`src/core/lds_defs.svh`:
```
// Purpose: Shared constants for the LED driver stage protection core
// Assumes: 20 MHz core clock
// Notes: Times in ns; cycle counts are derived where used
`ifndef LDS_DEFS_SVH
`define LDS_DEFS_SVH

// ----------------------------------------
// Clock and protection times
// ----------------------------------------
`define LDS_CLK_NS 50
`define LDS_BOP_NS 1600000
`define LDS_COP_NS 13800000
`define LDS_RESTART_NS 1000000000
`define LDS_TON_MAX_NS 50000

// ----------------------------------------
// Clamp duty averaging weights (49 percent)
// ----------------------------------------
`define LDS_COP_UP 51
`define LDS_COP_DN 49

// ----------------------------------------
// Widths
// ----------------------------------------
`define LDS_AVG_W 25
`define LDS_RST_W 25
`define LDS_T_W 12
`define LDS_ACC_W 32
`define LDS_DIM_W 8
`define LDS_CNT_W 18

// ----------------------------------------
// Dim scaling
// ----------------------------------------
`define LDS_DIM_FULL 8'hFF
`define LDS_DIM_MIN 8'h05
`define LDS_DIM_SHIFT 10

`endif

```
`src/core/lds_pkg.sv`:
```
// Purpose: Types for the LED driver stage protection core
// Assumes: Nothing
// Notes: None
package lds_pkg;
    typedef enum logic {LDS_FLYBACK, LDS_BUCK} lds_topo_t;
    typedef enum {S_IDLE, S_ON, S_DEMAG, S_WAIT} lds_state_t;
endpackage

```
`src/core/lds_sync.sv`:
```
// Purpose: Three-stage input synchroniser with agreement filter
// Assumes: Inputs asynchronous to mclk_i
// Notes: Output moves only when stages two and three agree
`timescale 1ns/1ps
module lds_sync #(
    parameter int W = 1
) (
    input wire logic mclk_i,
    input wire logic srst_i,
    input wire logic [W-1:0] in_i,
    output logic [W-1:0] out_o
);
    logic [W-1:0] s1;
    logic [W-1:0] s2;
    logic [W-1:0] s3;
    logic [W-1:0] next_out;

    always_comb begin
        next_out = (~(s2 ^ s3) & s2) | ((s2 ^ s3) & out_o);
    end

    always_ff @(posedge mclk_i) begin
        if (srst_i) begin
            s1 <= '0;
            s2 <= '0;
            s3 <= '0;
            out_o <= '0;
        end else begin
            s1 <= in_i;
            s2 <= s1;
            s3 <= s2;
            out_o <= next_out;
        end
    end
endmodule

```
`src/core/lds_avg.sv`:
```
// Purpose: Leaky up/down averager with trip threshold
// Assumes: sample_i on mclk_i
// Notes: Saturates at both ends
`timescale 1ns/1ps
module lds_avg #(
    parameter int W = 25,
    parameter logic [W-1:0] UP = 1,
    parameter logic [W-1:0] DN = 1,
    parameter logic [W-1:0] TRIP = 1
) (
    input wire logic mclk_i,
    input wire logic srst_i,
    input wire logic sample_i,
    output logic trip_o
);
    logic [W-1:0] avg;
    logic [W-1:0] next_avg;

    always_comb begin
        if (sample_i) begin
            next_avg = (avg > ~UP) ? '1 : avg + UP;
        end else begin
            next_avg = (avg < DN) ? '0 : avg - DN;
        end
    end

    always_ff @(posedge mclk_i) begin
        if (srst_i) begin
            avg <= '0;
            trip_o <= 1'b0;
        end else begin
            avg <= next_avg;
            trip_o <= next_avg >= TRIP;
        end
    end
endmodule

```
`src/core/lds_top.sv`:
```
// Purpose: Boost, clamp and second-stage control with protection
// Assumes: Analog thresholds are external comparators; settings static
// Notes: One clock, synchronous reset
// Function
// - Boost aux sense is boost zero-current detect
// - Boost overvoltage comparator raises boost fault
// - Average boost fault; disable boost within 1.6ms
// - During boost event keep stage, dim full
// - Re-enable boost at recovery voltage
// - Clamp PWM holds boost below clamp level
// - Clamp average over 49% stops both stages
// - Clamp drive off during clamp overpower
// - Clamp continuous on limited to 13.8ms
// - Dim from conduction time, linear 2-100%
// - Gate off at peak current threshold
// - Measure demag, compute period, schedule turn-on
// - Flyback period: peak times demag times gain/dim
// - Buck period: peak times on+demag times gain/dim
// - Wait for demagnetization before new conduction
// - Aux overvoltage disables output, restart 1s
// - Overcurrent disables output, restart 1s
// - On time of 50us or more disables output, restart 1s
// - Die overtemp stops switching with hysteresis
`timescale 1ns/1ps
`include "lds_defs.svh"
module lds_top #(
    parameter int BOP_CYC = `LDS_BOP_NS / `LDS_CLK_NS,
    parameter int COP_CYC = `LDS_COP_NS / `LDS_CLK_NS,
    parameter int RESTART_CYC = `LDS_RESTART_NS / `LDS_CLK_NS
) (
    input wire logic mclk_i,
    input wire logic srst_i,
    input wire lds_pkg::lds_topo_t topology_i,
    input wire logic [`LDS_DIM_W-1:0] ipk_code_i,
    input wire logic [`LDS_DIM_W-1:0] period_gain_setting_i,
    input wire logic boost_aux_sense_i,
    input wire logic boost_ovp_cmp_i,
    input wire logic boost_rec_cmp_i,
    input wire logic clamp_cmp_i,
    input wire logic second_stage_aux_sense_i,
    input wire logic zero_current_detect_i,
    input wire logic cs_peak_i,
    input wire logic cs_ocp_i,
    input wire logic cs_olp_i,
    input wire logic die_hot_i,
    input wire logic die_cool_i,
    input wire logic dim_conduct_i,
    input wire logic half_line_i,
    output logic gate_drive_out_o,
    output logic boost_en_o,
    output logic boost_zcd_o,
    output logic clamp_drive_o,
    output logic [`LDS_DIM_W-1:0] dim_level_o,
    output logic boost_overvoltage_fault_o,
    output logic clamp_overpower_fault_o,
    output logic output_overvoltage_fault_o,
    output logic overcurrent_fault_o,
    output logic open_loop_fault_o,
    output logic die_overtemp_fault_o
);
    import lds_pkg::*;

    localparam int TON_MAX = `LDS_TON_MAX_NS / `LDS_CLK_NS;
    localparam logic [`LDS_RST_W-1:0] RST_LOAD = `LDS_RST_W'(RESTART_CYC);

    // ----------------------------------------
    // Input synchronisers
    // ----------------------------------------
    logic s_baux, s_bovp, s_brec, s_clamp, s_aovp, s_zcd;
    logic s_peak, s_ocp, s_olp, s_hot, s_cool, s_cond, s_half;

    lds_sync #(.W(13)) u_sync (
        .mclk_i(mclk_i),
        .srst_i(srst_i),
        .in_i({boost_aux_sense_i, boost_ovp_cmp_i, boost_rec_cmp_i, clamp_cmp_i,
               second_stage_aux_sense_i, zero_current_detect_i, cs_peak_i, cs_ocp_i,
               cs_olp_i, die_hot_i, die_cool_i, dim_conduct_i, half_line_i}),
        .out_o({s_baux, s_bovp, s_brec, s_clamp, s_aovp, s_zcd,
                s_peak, s_ocp, s_olp, s_hot, s_cool, s_cond, s_half})
    );

    // ----------------------------------------
    // Fault averagers
    // ----------------------------------------
    logic bop_trip;
    logic cop_trip;

    lds_avg #(
        .W(`LDS_AVG_W),
        .UP(`LDS_AVG_W'(1)),
        .DN(`LDS_AVG_W'(1)),
        .TRIP(`LDS_AVG_W'(BOP_CYC))
    ) u_bop_avg (
        .mclk_i(mclk_i),
        .srst_i(srst_i),
        .sample_i(s_bovp),
        .trip_o(bop_trip)
    );

    lds_avg #(
        .W(`LDS_AVG_W),
        .UP(`LDS_AVG_W'(`LDS_COP_UP)),
        .DN(`LDS_AVG_W'(`LDS_COP_DN)),
        .TRIP(`LDS_AVG_W'(COP_CYC * `LDS_COP_UP))
    ) u_cop_avg (
        .mclk_i(mclk_i),
        .srst_i(srst_i),
        .sample_i(clamp_drive_o),
        .trip_o(cop_trip)
    );

    // ----------------------------------------
    // Dim extraction
    // ----------------------------------------
    logic [`LDS_CNT_W-1:0] cond_cnt, next_cond_cnt, cnt_sh;
    logic [`LDS_DIM_W-1:0] dim_meas, next_dim_meas, next_dim;
    logic half_q;
    logic bop_evt, next_bop;

    always_comb begin
        next_cond_cnt = cond_cnt;
        next_dim_meas = dim_meas;
        cnt_sh = cond_cnt >> `LDS_DIM_SHIFT;
        if (s_half && !half_q) begin
            next_cond_cnt = '0;
            if (cnt_sh > `LDS_CNT_W'(`LDS_DIM_FULL)) begin
                next_dim_meas = `LDS_DIM_FULL;
            end else if (cnt_sh < `LDS_CNT_W'(`LDS_DIM_MIN)) begin
                next_dim_meas = `LDS_DIM_MIN;
            end else begin
                next_dim_meas = cnt_sh[`LDS_DIM_W-1:0];
            end
        end else if (s_cond && cond_cnt != '1) begin
            next_cond_cnt = cond_cnt + 1'b1;
        end
        next_dim = next_bop ? `LDS_DIM_FULL : next_dim_meas;
    end

    always_ff @(posedge mclk_i) begin
        if (srst_i) begin
            cond_cnt <= '0;
            dim_meas <= `LDS_DIM_FULL;
            half_q <= 1'b0;
            dim_level_o <= `LDS_DIM_FULL;
        end else begin
            cond_cnt <= next_cond_cnt;
            dim_meas <= next_dim_meas;
            half_q <= s_half;
            dim_level_o <= next_dim;
        end
    end

    // ----------------------------------------
    // Protection and restart
    // ----------------------------------------
    lds_state_t state, next_state;
    logic [`LDS_T_W-1:0] t1, next_t1, t2, next_t2;
    logic [`LDS_RST_W-1:0] rcnt, next_rcnt;
    logic next_otp, next_cop, next_ovp, next_ocp, next_olp, next_run;
    logic f_ovp, f_ocp, f_olp, any_new, expire, stage_fault;

    always_comb begin
        next_bop = bop_evt;
        if (bop_trip) begin
            next_bop = 1'b1;
        end else if (s_brec) begin
            next_bop = 1'b0;
        end
        next_otp = die_overtemp_fault_o;
        if (s_hot) begin
            next_otp = 1'b1;
        end else if (s_cool) begin
            next_otp = 1'b0;
        end
        f_ovp = s_aovp && state != S_IDLE;
        f_ocp = s_ocp;
        f_olp = state == S_ON && t1 >= `LDS_T_W'(TON_MAX);
        any_new = f_ovp || f_ocp || f_olp || cop_trip;
        expire = rcnt == `LDS_RST_W'(1) && !any_new;
        next_rcnt = rcnt;
        if (any_new) begin
            next_rcnt = RST_LOAD;
        end else if (rcnt != '0) begin
            next_rcnt = rcnt - 1'b1;
        end
        next_ovp = (output_overvoltage_fault_o && !expire) || f_ovp;
        next_ocp = (overcurrent_fault_o && !expire) || f_ocp;
        next_olp = (open_loop_fault_o && !expire) || f_olp;
        next_cop = (clamp_overpower_fault_o && !expire) || cop_trip;
        stage_fault = next_ovp || next_ocp || next_olp;
        next_run = !(next_cop || next_otp || stage_fault);
    end

    always_ff @(posedge mclk_i) begin
        if (srst_i) begin
            bop_evt <= 1'b0;
            rcnt <= '0;
            die_overtemp_fault_o <= 1'b0;
            output_overvoltage_fault_o <= 1'b0;
            overcurrent_fault_o <= 1'b0;
            open_loop_fault_o <= 1'b0;
            clamp_overpower_fault_o <= 1'b0;
            boost_overvoltage_fault_o <= 1'b0;
            boost_en_o <= 1'b0;
            clamp_drive_o <= 1'b0;
            boost_zcd_o <= 1'b0;
        end else begin
            bop_evt <= next_bop;
            rcnt <= next_rcnt;
            die_overtemp_fault_o <= next_otp;
            output_overvoltage_fault_o <= next_ovp;
            overcurrent_fault_o <= next_ocp;
            open_loop_fault_o <= next_olp;
            clamp_overpower_fault_o <= next_cop;
            boost_overvoltage_fault_o <= next_bop;
            boost_en_o <= next_run && !next_bop;
            clamp_drive_o <= s_clamp && !next_cop;
            boost_zcd_o <= s_baux;
        end
    end

    // ----------------------------------------
    // Quasi-resonant second stage
    // ----------------------------------------
    logic [`LDS_ACC_W-1:0] acc, next_acc, tgt, next_tgt, dim_ext;
    logic [`LDS_T_W:0] tsum;
    logic next_gate;

    always_comb begin
        next_state = state;
        next_t1 = t1;
        next_t2 = t2;
        next_tgt = tgt;
        next_gate = 1'b0;
        dim_ext = `LDS_ACC_W'(dim_level_o);
        next_acc = acc + dim_ext;
        tsum = (topology_i == LDS_BUCK) ? {1'b0, t1} + {1'b0, t2} : {1'b0, t2};
        if (!next_run) begin
            next_state = S_IDLE;
            next_acc = '0;
        end else begin
            unique case (state)
                S_IDLE: begin
                    next_state = S_ON;
                    next_gate = 1'b1;
                    next_t1 = '0;
                    next_acc = '0;
                end
                S_ON: begin
                    next_t1 = t1 + 1'b1;
                    next_gate = 1'b1;
                    if (s_peak) begin
                        next_gate = 1'b0;
                        next_state = S_DEMAG;
                        next_t2 = '0;
                    end
                end
                S_DEMAG: begin
                    if (t2 != '1) begin
                        next_t2 = t2 + 1'b1;
                    end
                    if (s_zcd) begin
                        next_state = S_WAIT;
                        next_tgt = `LDS_ACC_W'(ipk_code_i) * `LDS_ACC_W'(tsum)
                                   * `LDS_ACC_W'(period_gain_setting_i);
                    end
                end
                S_WAIT: begin
                    if (acc >= tgt) begin
                        next_state = S_ON;
                        next_gate = 1'b1;
                        next_t1 = '0;
                        next_acc = '0;
                    end
                end
            endcase
        end
    end

    always_ff @(posedge mclk_i) begin
        if (srst_i) begin
            state <= S_IDLE;
            t1 <= '0;
            t2 <= '0;
            acc <= '0;
            tgt <= '0;
            gate_drive_out_o <= 1'b0;
        end else begin
            state <= next_state;
            t1 <= next_t1;
            t2 <= next_t2;
            acc <= next_acc;
            tgt <= next_tgt;
            gate_drive_out_o <= next_gate;
        end
    end
endmodule

```
`config.mk`:
```
export PLATFORM = sky130hd
export DESIGN_NAME = lds_top
export DESIGN_NICKNAME = d
export VERILOG_FILES = /design/src/core/lds_pkg.sv /design/src/core/lds_sync.sv /design/src/core/lds_avg.sv /design/src/core/lds_top.sv
export VERILOG_INCLUDE_DIRS = /design/src /design/src/core
export SDC_FILE = /design/constraint.sdc
export NUM_CORES = 1
export LEC_CHECK = 0
export BUFFER_PORTS_ARGS = -buffer_cell sky130_fd_sc_hd__buf_2
export CAP_MARGIN = 20
export CORE_MARGIN = 5
export CORE_UTILIZATION = 55
export DETAILED_ROUTE_END_ITERATION = 6
export PLACE_DENSITY = 0.82
export SLEW_MARGIN = 20
export SYNTH_ARGS = -nofsm -noshare
export SYNTH_HDL_FRONTEND = slang
export SYNTH_SLANG_ARGS = --single-unit
```
`constraint.sdc`:
```
create_clock -name mclk_i -period 15 [get_ports mclk_i]
set_input_delay 0.75 -clock mclk_i [delete_from_list [all_inputs] [get_ports mclk_i]]
set_output_delay 0.75 -clock mclk_i [all_outputs]
set_load 0.02 [all_outputs]
```
# After elaboration in Yosys (flattened, before gate mapping)
# Cells that the tools add are included.
dict set report op_classes {
  n_addsub 10
  n_mul 2
  n_div 0
  order_cmp 10
  eq_ne 11
  n_shift 0
  muxes 30
  bitwise_logic 6
  reduce_logical 42
}
# operator n
set ops {}
lappend ops {{25-bit two-way mux} 8}
lappend ops {{32-bit two-way mux} 4}
lappend ops {{32-bit one-hot mux with 4 select lines} 1}
lappend ops {{32-bit by 2-bit == test with 1-bit output (second input constant)} 3}
lappend ops {{32-bit one-hot mux with 2 select lines} 1}
lappend ops {{25-bit greater-than comparator (second input constant)} 2}
lappend ops {{25-bit by 1-bit subtractor with 25-bit output (second input constant)} 2}
lappend ops {{12-bit two-way mux} 3}
lappend ops {{12-bit one-hot mux with 3 select lines} 1}
lappend ops {{32-bit by 8-bit adder with 32-bit output} 1}
lappend ops {{32-bit by 1-bit == test with 1-bit output (second input constant)} 1}
lappend ops {{32-bit by 29-bit greater-or-equal comparator with 1-bit output} 1}
lappend ops {{32-bit logical NOT} 1}
lappend ops {{32-bit nonzero test} 1}
lappend ops {{21-bit by 8-bit multiplier with 29-bit output} 1}
lappend ops {{13-bit bitwise AND} 2}
lappend ops {{25-bit by 1-bit adder with 25-bit output (second input constant)} 1}
lappend ops {{25-bit by 6-bit adder with 25-bit output (second input constant)} 1}
lappend ops {{25-bit by 1-bit == test with 1-bit output (second input constant)} 1}
lappend ops {{25-bit by 15-bit greater-or-equal comparator with 1-bit output (second input constant)} 1}
lappend ops {{25-bit by 24-bit greater-or-equal comparator with 1-bit output (second input constant)} 1}
lappend ops {{25-bit by 1-bit < comparator with 1-bit output (second input constant)} 1}
lappend ops {{25-bit by 6-bit < comparator with 1-bit output (second input constant)} 1}
lappend ops {{25-bit nonzero test} 1}
lappend ops {{other kinds (29)} 70}
dict set report word_totals {
  regBits 291
  latch_bits 0
  mem_bits_rw 0
  romBits 0
  input_bits 32
  output_inout_bits 18
  wordCells 140
  memories 0
}

# Longest topological paths before layout
dict set report logic_depth {
  depth_word 15
  mapped_depth 47
  depth_no_buf 47
}

# Hierarchy
# Synthesis repeated with hierarchy kept, for this count alone.
dict set report unflattened {
  hier_cells 2732
  area_unflattened_um2 22649.2
}
# module n_inst cells_each area_per_inst_um2 seq_area_each_um2
set by_module_without_submodules {}
lappend by_module_without_submodules {lds_top 1 1993 16772.3 3143.0}
lappend by_module_without_submodules {{lds_avg at u_bop_avg} 1 294 2183.3 520.5}
lappend by_module_without_submodules {{lds_avg at u_cop_avg} 1 310 2173.3 520.5}
lappend by_module_without_submodules {lds_sync 1 135 1520.2 1041.0}

# Least setup slack after synthesis
# Ideal clock, no wire load.
dict set report synth_path {
  path_kind {reg2reg}
  startpoint {register t2[2]}
  endpoint {register tgt[27]}
  setup_ns 0.086
  arrival_ns 10.307
  setup_slack_ns 4.608
  stages_incl_launch_ff 41
  path_buffers 0
  path_cell_list {dfxtp_1 > ha_1 > nor2b_1 > o21ai_0 > a21oi_1 > o21ai_0 > nand2b_1 > a31o_2 > a311o_1 > a31oi_1 > nor2b_1 > fa_1 > fa_1 > fa_1 > inv_1 > fa_1 > inv_1 > ha_1 > [5 not listed] > a311o_1 > xor2_1 > nand2_1 > fa_1 > inv_1 > fa_1 > fa_1 > inv_1 > fa_1 > inv_1 > ha_1 > a21o_1 > or4_1 > a41oi_1 > o211ai_1 > o31ai_1 > xor2_1 > a211oi_1}
}
dict set report synth_via {
  elab_chain_cells 4
}
# element line
set synth_rtl {}
lappend synth_rtl {{start: declaration} lds_top.sv:157} ;# logic [`LDS_T_W-1:0] t1, next_t1, t2, next_t2;
lappend synth_rtl {{start signal: assignment} lds_top.sv:291} ;# t2 <= next_t2;
lappend synth_rtl {{12-bit by 12-bit adder with 13-bit output} lds_top.sv:237} ;# tsum = (topology_i == LDS_BUCK) ? {1'b0, t1} + {1'b0, t2} : {1'b0, t2};
lappend synth_rtl {{13-bit two-way mux *} lds_top.sv:237}
lappend synth_rtl {{8-bit by 13-bit multiplier with 21-bit output (no line) *} -}
lappend synth_rtl {{21-bit by 8-bit multiplier with 29-bit output (no line) *} -}
lappend synth_rtl {{end signal: assignment} lds_top.sv:293} ;# tgt <= next_tgt;
lappend synth_rtl {{end: declaration} lds_top.sv:225} ;# logic [`LDS_ACC_W-1:0] acc, next_acc, tgt, next_tgt, dim_ext;
# Every way passes the cells marked *; elsewhere a longest branch is shown, timed or not.
# A chain may end at the register's enable or synchronous reset.

# Worst setup path in the final report
dict set report layout_path {
  startpoint {register t2[0]}
  endpoint {register tgt[27]}
}
# The elaborated chain is that of the path after synthesis.

==> impl_results.md <==
* Root Buffer: clkbuf_16
* Max stage delay on crit path at 0.71 ns
* Most numerous cell on the critical path: fa_1
* Yosys top cell area share at 0.235
* Sequential element share of the synthesized area at 0.235
* Initial antenna violation count at 1
* Post-route minimum period at 11.79 ns
* Critical-path top delay cell: a21oi_1
* Post-CTS Setup Bufs at 0
* Net Count, Synth at 2993
* Cell Area, Synth at 0.0219 sq mm
* Final HPWL DP at 37200 um
* CP Buf/Inv Count at 7
* Switching power total at 1.50 mW
* GRT overflow at 0
* CTS Hold Bufs at 0
* PD cells at 149 mW/mm^2
* Area leader, netlist: dfxtp_1
* Logic pwr share at 0.516
* Post-Place Setup Slack at 3.34 ns
* Worst path top cell family by delay: adder cells
* Max-slew headroom at the worst pin at 0.316
* Area delta synth->final at 7.16%
* CTS clk-pin slew, worst paths at 0.06 ns
* Final setup vio count at 0
* Num CTS Buffers at 28
* WL final at 49500 um
* Die width at 210 um
* Final ANT Viol Nets at 0
* Starting Density at 0.554
* Pre-antenna DRT Iters at 5
* Netlist cell types at 73
* Lkg Pwr at 10.5 nW
* Clk_lat worst skew at 0.54 ns
* Reg power frac at 0.274
* Rows at 73
* Routability Congestion at 0.902
* Commonest non-fill, non-tap cell in the layout: inv_1
* Internal power at 1.99 mW
* CP endpoint kind: flip-flop
* Fin. Hold Viols at 0
* Clk network pwr share at 0.210
* Routed vias/inst at 5.78
* I/O Pins at 50
* Arr. time, crit path at 12.16 ns
* CTS tree: yes
* Outcome: complete, no violations
* Final worst slack at 3.21 ns
* Synthesized netlist cell count at 2624
* Nets at 2975
* Vias at 18198
* Worst-margin pin slew at 1.03 ns
* Worst Path Required at 15.37 ns
* Cells resized by post-CTS repair at 0
* Max-cap viol count at 0
* Worst Path Class, Setup: reg2reg
* Mean Syn Cell Area at 8.34 sq um
* Synth Register Bits at 257
* Max FO, Critical Path at 8
* Final Cycle Share at 0.786
* Clk sink count at 257
* GRT Total Usage at 0.222
* Core outline area at 0.0395 sq mm
* F_max at 84.8 MHz
* Largest net degree at the start of global routing at 68
* Ys async rst share at 0
* Largest cells by area after synthesis: dfxtp_1 (23%), fa_1 (17%), ha_1 (8.9%)
* RSZ-0062 raised after global routing: no
* Hold crit path type: in2reg
* Setup TNS at 0 ns
* Vias in the first global route at 18794
* Avg WL per Cell at 15.7 um
* VDD IR max at 0.131 mV
* Most frequent cells in the layout: inv_1 (285), dfxtp_1 (257), nand2_1 (232), nor2_1 (192), fa_1 (182)
* Critical Path Start Type: flip-flop
* Max Root-Sink Buffers at 3
* Yosys warns at 0
* Top_reg_cell synth: dfxtp_1
* Slew Limit Fails at 0
* Die area at 0.0439 sq mm
* DRT iter0 DRCs at 1178
* Die height at 210 um
* Worst Skew at 0.0108 ns
* Switching share of power at 0.430
* Htree depth at 1
* Share of cells above drive strength 1 at 0.0503
* First-pass GRT wire length at 85200 um
* IO Port Bufs at 48
* Number of synthesized flops with an enable pin at 0
* DRC at 0
## path summary, 6_finish.rpt
kind | from | endpoint | slack (ns) | cells past startpoint
max | t2[0] | tgt[27] | 3.21 | 43
min | boost_ovp_cmp_i | u_sync.s1[11] | 0.42 | 2
max reg2reg | t2[0] | tgt[27] | 3.21 | 43
min reg2reg | u_sync.s1[10] | u_sync.s2[10] | 0.43 | 1
## power groups by stage
| stage | combinational, mW | sequential (mW) | clock, mW |
|---|---|---|---|
| 3_5_place_dp | 1.78 | 0.965 | 0 |
| 6_report | 1.80 | 0.957 | 0.736 |
| 4_1_cts | 1.80 | 0.952 | 0.748 |
| 5_1_grt | 2.02 | 0.975 | 0.776 |
| 2_1_floorplan | 1.46 | 0.887 | 0 |
| 3_3_place_gp | 1.71 | 0.957 | 0 |
## Yosys cell counts (5+ instances only)
library cell,count
nand2_1,232
a211oi_1,23
a211o_1,8
a21oi_1,150
and3_1,35
clkbuf_1,95
o31a_1,5
nor2_1,192
nand3b_1,8
and4_1,13
nor4_1,22
xor2_1,86
a22oi_1,13
a41oi_1,7
ha_1,155
o21a_1,5
and2_1,118
buf_2,6
inv_1,285
nand3_1,61
o311ai_0,9
xnor2_1,74
mux2i_1,11
o22ai_1,6
fa_1,182
nor3_1,52
a31oi_1,13
o41ai_1,5
a21o_1,33
nand2b_1,48
or2_2,10
nor2b_1,138
o211ai_1,10
or3_1,32
nand4_1,34
o31ai_1,18
or4_1,16
o21ai_0,75
dfxtp_1,257
o21bai_1,12
## worst reg2reg max path: cells and delay by family (launching register included)
family / cells / cell delay, ns
XOR/XNOR: 3 / 0.86
adder cells (fa/ha/maj): 12 / 5.12
buffers and inverters: 7 / 0.37
AO/OA/AOI/OAI: 13 / 3.05
AND/OR/NAND/NOR: 8 / 1.77
flip-flops: 1 / 0.44
## per-layer routing
metal  vias up  global-route usage  wire length (um)
li1       8722                   -                 -
met1      8873               0.287             21100
met2       491               0.389             24700
met3       112              0.0288              2470
met4         0              0.0666              1230
met5         -                   0                 0
## layout make-up
| cell class | instances | area (sq um) |
|---|---|---|
| diodes | 1 | 2.50 |
| clock buffers | 40 | 847 |
| clock inverters | 9 | 153 |
| fillers | 3315 | 16100 |
| inverters | 286 | 1070 |
| multi-input cells | 1974 | 15300 |
| flip-flops and latches | 257 | 5140 |
| well taps | 525 | 657 |
| repair buffers | 59 | 325 |
## through the flow
step                area, sq um  instances  hold slack, ns  utilization  power, mW
floorplan                 21900       2624           0.414            -       2.34
global placement          22500       3101           0.415        0.568       2.67
detailed placement        22500       3101           0.428        0.568       2.74
CTS                       23500       3150           0.411        0.593       3.50
global route              23500       3151           0.427        0.593       3.77
finish                    23500       3151           0.423        0.593       3.50
## cell families (layout without fill, tap and decap cells)
family | count (synthesis) | in the layout | synth area share
and+or+nand+nor | 1032 | 1032 | 0.246
AOI/OAI and AO/OA | 430 | 430 | 0.125
buffers and inverters | 393 | 394 | 0.0684
adders and majority gates | 337 | 337 | 0.255
DFF | 257 | 257 | 0.235
xor gates and xnor gates | 160 | 160 | 0.0640
muxes | 15 | 15 | 0.00709
other | 0 | 1 | 0
## flip-flops by register name, summed over array words and instances, names as in the netlist, 18 cells and up, named ones only
signal,count
acc,32
cond_cnt,18
rcnt,25
tgt,29
u_bop_avg.avg,25
u_cop_avg.avg,25
Note: power is estimated with default switching activity, not from simulation.
